File: src/verilog/uecr_defs.svh
// register offsets, field positions and reset values of the endpoint/config block
`ifndef UECR_DEFS_SVH
`define UECR_DEFS_SVH
// ==========================================================
// register byte offsets
`define UECR_OFF_BASE_LOW   12'h000
`define UECR_OFF_BASE_MID   12'h004
`define UECR_OFF_BASE_TOP   12'h008
`define UECR_OFF_DBG_IDLE   12'h00C
`define UECR_OFF_IRQ_EN     12'h010
`define UECR_OFF_EP_BASE    12'h040
// ==========================================================
// field positions
`define UECR_BIT_EYE_TEST   7
`define UECR_BIT_DRV_MON    6
`define UECR_BIT_DBG_FRZ    5
`define UECR_BIT_IDLE_STOP  4
`define UECR_BIT_LS_DIRECT  7
`define UECR_BIT_NAK_RDIS   6
`define UECR_BIT_CTL_DIS    4
`define UECR_BIT_RX_EN      3
`define UECR_BIT_TX_EN      2
`define UECR_BIT_STALLED    1
`define UECR_BIT_HSHK_EN    0
`define UECR_BIT_MOD_IRQ    25
`define UECR_BASE_LOW_LSB   9
// ==========================================================
// reset values and masks
`define UECR_RST_BYTE       8'h00
`define UECR_LOW_MASK       8'hFE
`define UECR_DBG_MASK       8'hF0
`define UECR_EP_MASK        8'hDF
`endif

File: src/verilog/uecr_pkg.sv
// types shared by the endpoint/config register block
package uecr_pkg;
    typedef logic [7:0] uecr_byte_type;
    typedef enum logic [1:0] {UECR_ACC_IDLE, UECR_ACC_READ, UECR_ACC_WRITE} uecr_acc_type;
endpackage : uecr_pkg

File: src/verilog/uecr_top.sv
// endpoint control, table base and debug/idle config registers behind APB
// Overview of operation
// - mid byte gives table address 23:16
// - top byte gives table address 31:24
// - low field 7:1 gives address 15:9
// - table address low nine bits zero
// - bits 31:8 reserved, read zero, except irq enable bit 25
// - config bit 7 enables eye test
// - bit 6 shows line drive monitor
// - bit 5 freezes module under debug halt
// - freeze bit writable only in debug exception
// - bit 4 stops module in idle
// - ep0 bit 7 selects direct low speed in host mode
// - ep0 bit 6 disables nak retry
// - bit 4 refuses setup when bidirectional
// - bit 3 enables endpoint reception
// - bit 2 enables endpoint transmission
// - bit 1 reports endpoint stalled
// - bit 0 enables handshake packets
// - irq enable cleared on every reset
`timescale 1ns/1ns
`include "uecr_defs.svh"

module uecr_top
    import uecr_pkg::*;
#(
    parameter int ADDR_W = 12,
    parameter int NUM_EP = 16
) (
    input  wire logic                CLK,
    input  wire logic                RST_N,
    input  wire logic                PSEL,
    input  wire logic                PENABLE,
    input  wire logic                PWRITE,
    input  wire logic [ADDR_W-1:0]   PADDR,
    input  wire logic [31:0]         PWDATA,
    output logic      [31:0]         PRDATA,
    output logic                     PREADY,
    output logic                     PSLVERR,
    input  wire logic                HOST_MODE,
    input  wire logic                DEBUG_HALT,
    input  wire logic                DEBUG_EXC,
    input  wire logic                IDLE_MODE,
    input  wire logic                LINE_DRIVE,
    input  wire logic                MODULE_IRQ,
    input  wire logic [NUM_EP-1:0]   EP_STALL_SET,
    output logic      [31:0]         TABLE_BASE,
    output logic      [NUM_EP-1:0]   EP_RX_EN,
    output logic      [NUM_EP-1:0]   EP_TX_EN,
    output logic      [NUM_EP-1:0]   EP_SETUP_OK,
    output logic      [NUM_EP-1:0]   EP_HSHK_EN,
    output logic                     LOW_SPEED_DIRECT,
    output logic                     NAK_RETRY_EN,
    output logic                     MODULE_RUN,
    output logic                     DRIVE_MON,
    output logic                     EYE_DP,
    output logic                     EYE_DM,
    output logic                     EYE_OE,
    output logic                     IRQ_OUT
);

    // ==========================================================
    // state
    uecr_byte_type base_low_r;
    uecr_byte_type base_mid_r;
    uecr_byte_type base_top_r;
    uecr_byte_type dbg_cfg_r;
    logic          irq_en_r;
    uecr_byte_type ep_r [NUM_EP];
    logic [NUM_EP-1:0] stall_r;
    logic          eye_phase_r;
    logic [31:0]   prdata_r;

    // ==========================================================
    // bus decode
    uecr_acc_type  acc;
    logic          setup_ph;
    logic          hit_low;
    logic          hit_mid;
    logic          hit_top;
    logic          hit_dbg;
    logic          hit_irq;
    logic          hit_ep;
    logic          hit_any;
    logic [3:0]    ep_idx;
    uecr_byte_type wbyte;
    logic          wr_ok;

    // access kind taken in the access phase only
    assign acc      = !(PSEL && PENABLE) ? UECR_ACC_IDLE :
                      (PWRITE ? UECR_ACC_WRITE : UECR_ACC_READ);
    assign setup_ph = PSEL && !PENABLE;
    assign hit_low  = PADDR == ADDR_W'(`UECR_OFF_BASE_LOW);
    assign hit_mid  = PADDR == ADDR_W'(`UECR_OFF_BASE_MID);
    assign hit_top  = PADDR == ADDR_W'(`UECR_OFF_BASE_TOP);
    assign hit_dbg  = PADDR == ADDR_W'(`UECR_OFF_DBG_IDLE);
    assign hit_irq  = PADDR == ADDR_W'(`UECR_OFF_IRQ_EN);
    // endpoints occupy sixteen aligned words
    assign hit_ep   = (PADDR[ADDR_W-1:6] == (ADDR_W-6)'(ADDR_W'(`UECR_OFF_EP_BASE) >> 6)) && (PADDR[1:0] == 2'h0);
    assign ep_idx   = PADDR[5:2];
    assign hit_any  = hit_low | hit_mid | hit_top | hit_dbg | hit_irq | hit_ep;
    assign wbyte    = PWDATA[7:0];
    assign wr_ok    = (acc == UECR_ACC_WRITE) && hit_any;

    // zero wait states; unmapped words answer with an error
    assign PREADY  = 1'b1;
    assign PSLVERR = (acc != UECR_ACC_IDLE) && !hit_any;

    // ==========================================================
    // read mux
    uecr_byte_type rd_byte;
    uecr_byte_type ep_rd;

    // stall status comes from its own flop, not the stored byte
    assign ep_rd   = (ep_r[ep_idx] & ~(8'h01 << `UECR_BIT_STALLED))
                   | (uecr_byte_type'(stall_r[ep_idx]) << `UECR_BIT_STALLED);
    assign rd_byte = hit_low ? base_low_r :
                     hit_mid ? base_mid_r :
                     hit_top ? base_top_r :
                     hit_dbg ? dbg_cfg_r  :
                     hit_ep  ? ep_rd      : `UECR_RST_BYTE;

    // upper bits read zero, except irq enable bit 25
    // read data sampled in setup so it stands through the access phase
    always_ff @(posedge CLK) begin
        if (!RST_N) begin
            prdata_r <= 32'h0;
        end else if (setup_ph && !PWRITE) begin
            prdata_r <= hit_irq ? (32'h1 << `UECR_BIT_MOD_IRQ) & {32{irq_en_r}} : {24'h0, rd_byte};
        end
    end
    assign PRDATA = prdata_r;

    // ==========================================================
    // table base pointer bytes
    // reserved bit 0 of the low byte never stores
    always_ff @(posedge CLK) begin
        if (!RST_N) begin
            base_low_r <= `UECR_RST_BYTE;
            base_mid_r <= `UECR_RST_BYTE;
            base_top_r <= `UECR_RST_BYTE;
        end else if (wr_ok) begin
            if (hit_low) base_low_r <= wbyte & `UECR_LOW_MASK;
            if (hit_mid) base_mid_r <= wbyte;
            if (hit_top) base_top_r <= wbyte;
        end
    end

    assign TABLE_BASE = {base_top_r, base_mid_r, base_low_r[7:1], 9'h000};

    // ==========================================================
    // debug and idle configuration
    uecr_byte_type dbg_nxt;

    // freeze bit held at zero outside debug exception
    always_comb begin
        dbg_nxt = dbg_cfg_r;
        if (wr_ok && hit_dbg) begin
            dbg_nxt = wbyte & `UECR_DBG_MASK;
        end
        if (!DEBUG_EXC) begin
            dbg_nxt[`UECR_BIT_DBG_FRZ] = 1'b0;
        end
    end

    always_ff @(posedge CLK) begin
        if (!RST_N) begin
            dbg_cfg_r <= `UECR_RST_BYTE;
        end else begin
            dbg_cfg_r <= dbg_nxt;
        end
    end

    assign MODULE_RUN = !(dbg_cfg_r[`UECR_BIT_DBG_FRZ] && DEBUG_HALT)
                      && !(dbg_cfg_r[`UECR_BIT_IDLE_STOP] && IDLE_MODE);

    // ==========================================================
    // eye pattern and drive monitor
    // phase flips every clock, cleared to zero when the module is halted or eye test is off
    always_ff @(posedge CLK) begin
        if (!RST_N) begin
            eye_phase_r <= 1'b0;
        end else if (dbg_cfg_r[`UECR_BIT_EYE_TEST] && MODULE_RUN) begin
            eye_phase_r <= !eye_phase_r;
        end else begin
            eye_phase_r <= 1'b0;
        end
    end

    // test drive enabled by config bit
    assign EYE_OE = dbg_cfg_r[`UECR_BIT_EYE_TEST];
    assign EYE_DP = eye_phase_r;
    assign EYE_DM = !eye_phase_r;

    // monitor follows real drive, including the eye test
    assign DRIVE_MON = dbg_cfg_r[`UECR_BIT_DRV_MON] && (LINE_DRIVE || EYE_OE);

    // ==========================================================
    // interrupt enable
    // cleared on reset
    always_ff @(posedge CLK) begin
        if (!RST_N) begin
            irq_en_r <= 1'b0;
        end else if (wr_ok && hit_irq) begin
            irq_en_r <= PWDATA[`UECR_BIT_MOD_IRQ];
        end
    end

    assign IRQ_OUT = irq_en_r && MODULE_IRQ;

    // ==========================================================
    // endpoint control, one slice per endpoint
    genvar g;
    generate
        for (g = 0; g < NUM_EP; g++) begin : g_ep
            logic ep_wr;
            assign ep_wr = wr_ok && hit_ep && (ep_idx == 4'(g));

            always_ff @(posedge CLK) begin
                if (!RST_N) begin
                    ep_r[g] <= `UECR_RST_BYTE;
                end else if (ep_wr) begin
                    ep_r[g] <= wbyte & `UECR_EP_MASK;
                end
            end

            // hardware set wins over a software clear
            always_ff @(posedge CLK) begin
                if (!RST_N) begin
                    stall_r[g] <= 1'b0;
                end else if (EP_STALL_SET[g]) begin
                    stall_r[g] <= 1'b1;
                end else if (ep_wr) begin
                    stall_r[g] <= wbyte[`UECR_BIT_STALLED];
                end
            end

            assign EP_RX_EN[g]    = ep_r[g][`UECR_BIT_RX_EN];
            assign EP_TX_EN[g]    = ep_r[g][`UECR_BIT_TX_EN];
            // setup refused only when both directions on
            assign EP_SETUP_OK[g] = !(EP_RX_EN[g] && EP_TX_EN[g] && ep_r[g][`UECR_BIT_CTL_DIS]);
            assign EP_HSHK_EN[g]  = ep_r[g][`UECR_BIT_HSHK_EN];
        end
    endgenerate

    // low speed direct, endpoint 0 in host mode only
    assign LOW_SPEED_DIRECT = HOST_MODE && ep_r[0][`UECR_BIT_LS_DIRECT];
    assign NAK_RETRY_EN     = HOST_MODE && !ep_r[0][`UECR_BIT_NAK_RDIS];
endmodule : uecr_top

File: config.mk
export PLATFORM = sky130hd
export DESIGN_NAME = uecr_top
export DESIGN_NICKNAME = d
export VERILOG_FILES = /design/src/verilog/uecr_pkg.sv /design/src/verilog/uecr_top.sv
export VERILOG_INCLUDE_DIRS = /design/src /design/src/verilog
export SDC_FILE = /design/constraint.sdc
export NUM_CORES = 1
export LEC_CHECK = 0
export BUFFER_PORTS_ARGS = -buffer_cell sky130_fd_sc_hd__buf_4
export CAP_MARGIN = 20
export CORE_MARGIN = 4
export CORE_UTILIZATION = 30
export CTS_CLUSTER_SIZE = 16
export DETAILED_ROUTE_END_ITERATION = 8
export SYNTH_ARGS = -nofsm -noshare
export SYNTH_HDL_FRONTEND = slang
export SYNTH_SLANG_ARGS = --single-unit
export TNS_END_PERCENT = 1
File: constraint.sdc
create_clock -name CLK -period 3.25 [get_ports CLK]
set_input_delay 0.1625 -clock CLK [delete_from_list [all_inputs] [get_ports CLK]]
set_output_delay 0.1625 -clock CLK [all_outputs]
set_load 0.02 [all_outputs]
=== Word-level counts from Yosys, hierarchy flattened ===
Memory sizes are Yosys's and may differ from the RTL's.
Cells that the tools add are included.

* Register bits after elaboration: 77
* Bits in writable memories: 112
* Input port bits: 71
* Output and inout bits: 138
* Word-level logic and storage cells: 290
* Memories kept: 1

* $lt $le $gt $ge: 1
* Eq/ne operators: 21
* Muxes and demuxes: 107
* Bitwise operators: 22
* Reduce and logical (&&, ||, !) cells: 114

{| class="wikitable"
|+ Memory list
! name !! words !! width !! read ports !! clocked after Yosys merged registers in !! write ports !! RTL line !! text
|-
| ep_r || 16 || 7 || 17 || 0 || 16 || uecr_top.sv:69 || <nowiki>uecr_byte_type ep_r [NUM_EP];</nowiki>
|}

{| class="wikitable"
|+ Operators with widths
! operator !! number
|-
| 2-to-1 mux 7 bit || 16
|-
| 2-to-1 mux 1 bit || 82
|-
| logical AND 1 bit || 65
|-
| 2-to-1 mux 8 bit || 5
|-
| nonzero test 2 bit || 17
|-
| == test 4 bit (second input constant) || 8
|-
| 2-to-1 mux 26 bit || 1
|-
| == test 12 x 4 -> 1 bit (second input constant) || 2
|-
| logical NOT 1 bit || 23
|-
| OR 1 bit || 21
|-
| == test 4 x 3 -> 1 bit (second input constant) || 4
|-
| == test 12 x 3 -> 1 bit (second input constant) || 1
|-
| == test 12 x 5 -> 1 bit (second input constant) || 1
|-
| logical NOT 12 bit || 1
|-
| AND reduction 2 bit || 5
|-
| == test 4 x 2 -> 1 bit (second input constant) || 2
|-
| OR 8 x 2 -> 8 bit || 1
|-
| == test 6 x 1 -> 1 bit (second input constant) || 1
|-
| < comparator 4 x 5 -> 1 bit (second input constant) || 1
|-
| binary-select mux 1 bit (select 4 bit) || 1
|-
| == test 4 x 1 -> 1 bit (second input constant) || 1
|-
| logical NOT 4 bit || 1
|-
| 2-to-1 mux 2 bit || 2
|-
| == test 2 bit (second input constant) || 1
|-
| other kinds (2) || 2
|}

=== Longest topological paths before layout ===
* Depth after elaboration: 13
* Gate-level depth with buffers: 10
* Depth with buffers taken out: 5

=== Worst setup path after synthesis ===
Ideal clock, no wire load.

* Path kind: input to register
* From: in PADDR[11]
* To: mem ep_r[14][0] (netlist bit), enable pin
* Arrival time: 2014 ps
* Path slack: 858 ps
* Cell stages on the path: 5
* Buffers on the path: 2
* Path through: or4_1 > buf_2 > or4_4 > buf_6 > o21ai_0

{| class="wikitable"
|+ RTL lines
! what !! RTL line !! text
|-
| start: declaration || uecr_top.sv:35 || <nowiki>input wire logic [ADDR_W-1:0] PADDR,</nowiki>
|-
| end: declaration || uecr_top.sv:69 ||
|}

=== Worst setup path in the final report ===
* From: in PADDR[11]
* To: out PSLVERR

* Word-level cells in the longest chain between the ends: 8
* Elaborated cells between the ends (all ways): 14

{| class="wikitable"
|+ RTL lines
! what !! RTL line !! text
|-
| == test 12 x 3 -> 1 bit or logical NOT 12 bit (tied branches) || uecr_top.sv:94, uecr_top.sv:93 ||
|-
| OR 1 bit (4 in a row) || uecr_top.sv:101 || <nowiki>assign hit_any = hit_low | hit_mid | hit_top | hit_dbg | hit_irq | hit_ep;</nowiki>
|-
| OR 1 bit * || uecr_top.sv:101 ||
|-
| logical NOT 1 bit * || uecr_top.sv:107 || <nowiki>assign PSLVERR = (acc != UECR_ACC_IDLE) && !hit_any;</nowiki>
|-
| logical AND 1 bit * || uecr_top.sv:107 ||
|-
| end: declaration || uecr_top.sv:39 || <nowiki>output logic PSLVERR,</nowiki>
|}

Mark *: on every way between the ends. The rest lies on a longest branch, timed or not.

==> impl_metrics.env <==
export IMPL_antenna_found_initial=0
export IMPL_drive_above_1_share=0.2919
export IMPL_hold_class="input port to flip-flop"
export IMPL_cts_tree="done"
export IMPL_ys_seq_elements=150
export IMPL_yosys_most_used_dff="edfxtp_1"
export IMPL_fin_worst_skew_ps=11.24
export IMPL_post_route_drc_count=0
export IMPL_rsz0062_at_grt="no"
export IMPL_power_density_nw_per_um2=477.5
export IMPL_synthArstFlopShare=0
export IMPL_nets=894
export IMPL_grt_pass1_wl_um=34670
export IMPL_die_w_um=170.8
export IMPL_irDropWorstVdd_mv=0.2924
export IMPL_grt_max_degree=44
export IMPL_grt_pass1_vias=5679
export IMPL_finalWirelength_um=23190
export IMPL_fp_dieH_um=170.8
export IMPL_grt_overflow_total=0
export IMPL_clock_sinks=150
export IMPL_p_leak_nw=3.734
export IMPL_io_pin_count=209
export IMPL_finalSetupTns_ps=0
export IMPL_period_needed_ps=2162
export IMPL_drt_pass1_iter_count=6
export IMPL_outcome="finished clean"
export IMPL_portBuffers=152
export IMPL_reg2reg_from="ep_r[13][2]$_SDFFCE_PN0P_"
export IMPL_tightestPinTransition_ps=807.5
export IMPL_clkTransAtPathRegs_ps=60
export IMPL_cts_root_buf="clkbuf_16"
export IMPL_worst_path_max_fanout=9
export IMPL_cts_buffers_inserted=17
export IMPL_clk_latency_ps=420
export IMPL_antenna_left=0
export IMPL_critical_path_class="input port to output pin"
export IMPL_yosysSeqAreaShare=0.4987
export IMPL_h_tree_depth=4
export IMPL_hold_viol=0
export IMPL_num_antenna_cells=0
export IMPL_start_kind="input port"
export IMPL_synth_cells=721
export IMPL_rows=59
export IMPL_design_area_um2=9579
export IMPL_core_um2=26060
export IMPL_synthesis_area_um2=7948
export IMPL_cp_arrival_ps=2000
export IMPL_avgViaCountPerCell=4.820
export IMPL_routedWlPerCell_um=19.80
export IMPL_place_area_um2=8862
export IMPL_grt_use_met2=0.2725
export IMPL_endpoint_kind="output pin"
export IMPL_ys_types=49
export IMPL_p_total_mw=4.574
export IMPL_place_congestion=0.8460
export IMPL_finalSetupViolCount=0
export IMPL_hold_start="PWDATA[5]"
export IMPL_vias=5644
export IMPL_min_period_over_period=0.6653
export IMPL_slew_limit_headroom=0.4617
export IMPL_clock_path_buffers=2
export IMPL_postCtsSetupBuffers=0
export IMPL_die_area_um2=29160
export IMPL_synth_edf_count=96
export IMPL_grtUsageMet1=0.2076
export IMPL_fmax_mhz=462.5
export IMPL_cap_violations=0
export IMPL_top_usage_layer="met2"
export IMPL_fin_hold_ws_ps=19.37
export IMPL_area_delta_synth_final_pct=20.53
export IMPL_postSynthAreaPerCell_um2=11.02
export IMPL_hpwl_um=17230
export IMPL_final_util=0.3676
export IMPL_grt_util_all_layers=0.1574
export IMPL_startpoint="PADDR[11]"
export IMPL_yosys_warnings=0
export IMPL_use_met3=0.02241
export IMPL_required_ps=3090
export IMPL_slew_violations=0
export IMPL_drt_iter0_drc=448
export IMPL_fill_cells=2564
export IMPL_initial_core_util=0.3050
## routing by layer
| layer | up-vias | part of all wire | wire [um] |
|---|---|---|---|
| li1 | 2639 | - | - |
| met4 | 0 | 0.017 | 384 |
| met2 | 168 | 0.50 | 11700 |
| met3 | 21 | 0.042 | 969 |
| met1 | 2816 | 0.44 | 10130 |
| met5 | - | 0 | 0 |
## area by class of cell
type | count | area [um^2] | share of cell area
sequential | 150 | 3964 | 0.4138
tap | 335 | 419.2 | 0.04376
clock buffer | 17 | 425.4 | 0.04441
timing repair buffer | 177 | 1364 | 0.1424
clock inverter | 15 | 151.4 | 0.01580
multi-input combinational | 457 | 3181 | 0.3320
inverter | 20 | 75.07 | 0.007837
## metrics by stage
stage,worst slack [ps],cells
2_1_floorplan,858.5,752
3_3_place_gp,766.4,1125
3_5_place_dp,705.9,1125
4_1_cts,1119,1171
5_1_grt,968.2,1171
6_report,1088,1171
## worst paths after layout
kind,slack (ps),endpoint,cells after the start
worst max-delay path,1090,PSLVERR,6
worst min-delay path,20,dbg_cfg_r[5]$_SDFFE_PN0P_,3
worst max register to register,1230,PRDATA[2]$_SDFFE_PN0P_,4
worst min register to register,490,PRDATA[6]$_SDFFE_PN0P_,2
## power by group
part | switching (mW) | internal, mW
sequential | 0.0469 | 2.10
combinational | 0.306 | 0.200
clock | 0.899 | 1.03
## timing repair
item / CTS / global route
hold buffers: 14 / 0
resized for setup: 0 / 0
hold endpoints to repair: 14 / 0
## placed cells by master (no fill, tap or decap), drive strengths merged, types with 4 or more instances in the layout
cell type / synthesis / routed
buf: 99 / 163
and2: 101 / 101
edfxtp: 96 / 96
nand2: 61 / 61
dfxtp: 54 / 54
nor2: 45 / 45
mux2i: 33 / 33
conb: 2 / 33
mux4: 32 / 32
inv: 20 / 30
nand3: 29 / 29
o21ai: 29 / 29
a21oi: 25 / 25
clkbuf: 26 / 17
dlygate4sd3: 0 / 14
nor3: 7 / 7
a22oi: 6 / 6
nand4: 6 / 6
a31oi: 6 / 6
nor2b: 5 / 5
nor4: 5 / 5
a221oi: 4 / 4
clkinvlp: 0 / 4
## registers in the layout (all words and copies together) (netlist names)
signal / count
PRDATA: 9
EYE_DP: 1
base_mid_r: 8
base_top_r: 8
ep_r: 96
dbg_cfg_r: 4
base_low_r: 7
stall_r: 16
irq_en_r: 1
## cell usage after synthesis, types with 3 or more instances
cell / count / area [um^2]
a21oi_1: 25 / 125.1
a221oi_1: 4 / 35.03
a22oi_1: 6 / 45.04
a31oi_1: 6 / 37.54
a32oi_1: 3 / 26.28
and2_1: 101 / 631.9
and3_1: 3 / 18.77
and4_1: 3 / 26.28
buf_1: 3 / 11.26
buf_2: 6 / 30.03
buf_4: 84 / 630.6
buf_6: 6 / 67.56
clkbuf_1: 24 / 90.09
dfxtp_1: 54 / 1081
edfxtp_1: 96 / 2883
inv_1: 20 / 75.07
mux2_2: 3 / 33.78
mux2i_1: 33 / 330.3
mux4_2: 32 / 720.7
nand2_1: 61 / 229.0
nand3_1: 29 / 145.1
nand4_1: 6 / 37.54
nor2_1: 38 / 142.6
nor2_2: 3 / 18.77
nor2_4: 4 / 45.04
nor2b_1: 5 / 31.28
nor3_1: 6 / 30.03
nor4_1: 3 / 18.77
o21ai_0: 28 / 140.1
## logic make-up (layout without fill, tap and decap cells)
family / after synthesis / count (layout) / synth area share
and+or+nand+nor: 274 / 274 / 0.1870
buffers and inverters: 145 / 229 / 0.1157
other: 2 / 33 / 0.0009449
DFF: 150 / 150 / 0.4987
AOI/OAI and AO/OA: 82 / 82 / 0.06108
muxes: 68 / 68 / 0.1365
## worst max-delay path: stages
cell and delay, ps:
buf_4 120, or4_1 700, nor2_2 370, o21ai_0 260, and3_1 240, buf_4 150
Note: power is estimated with default switching activity, not from simulation.
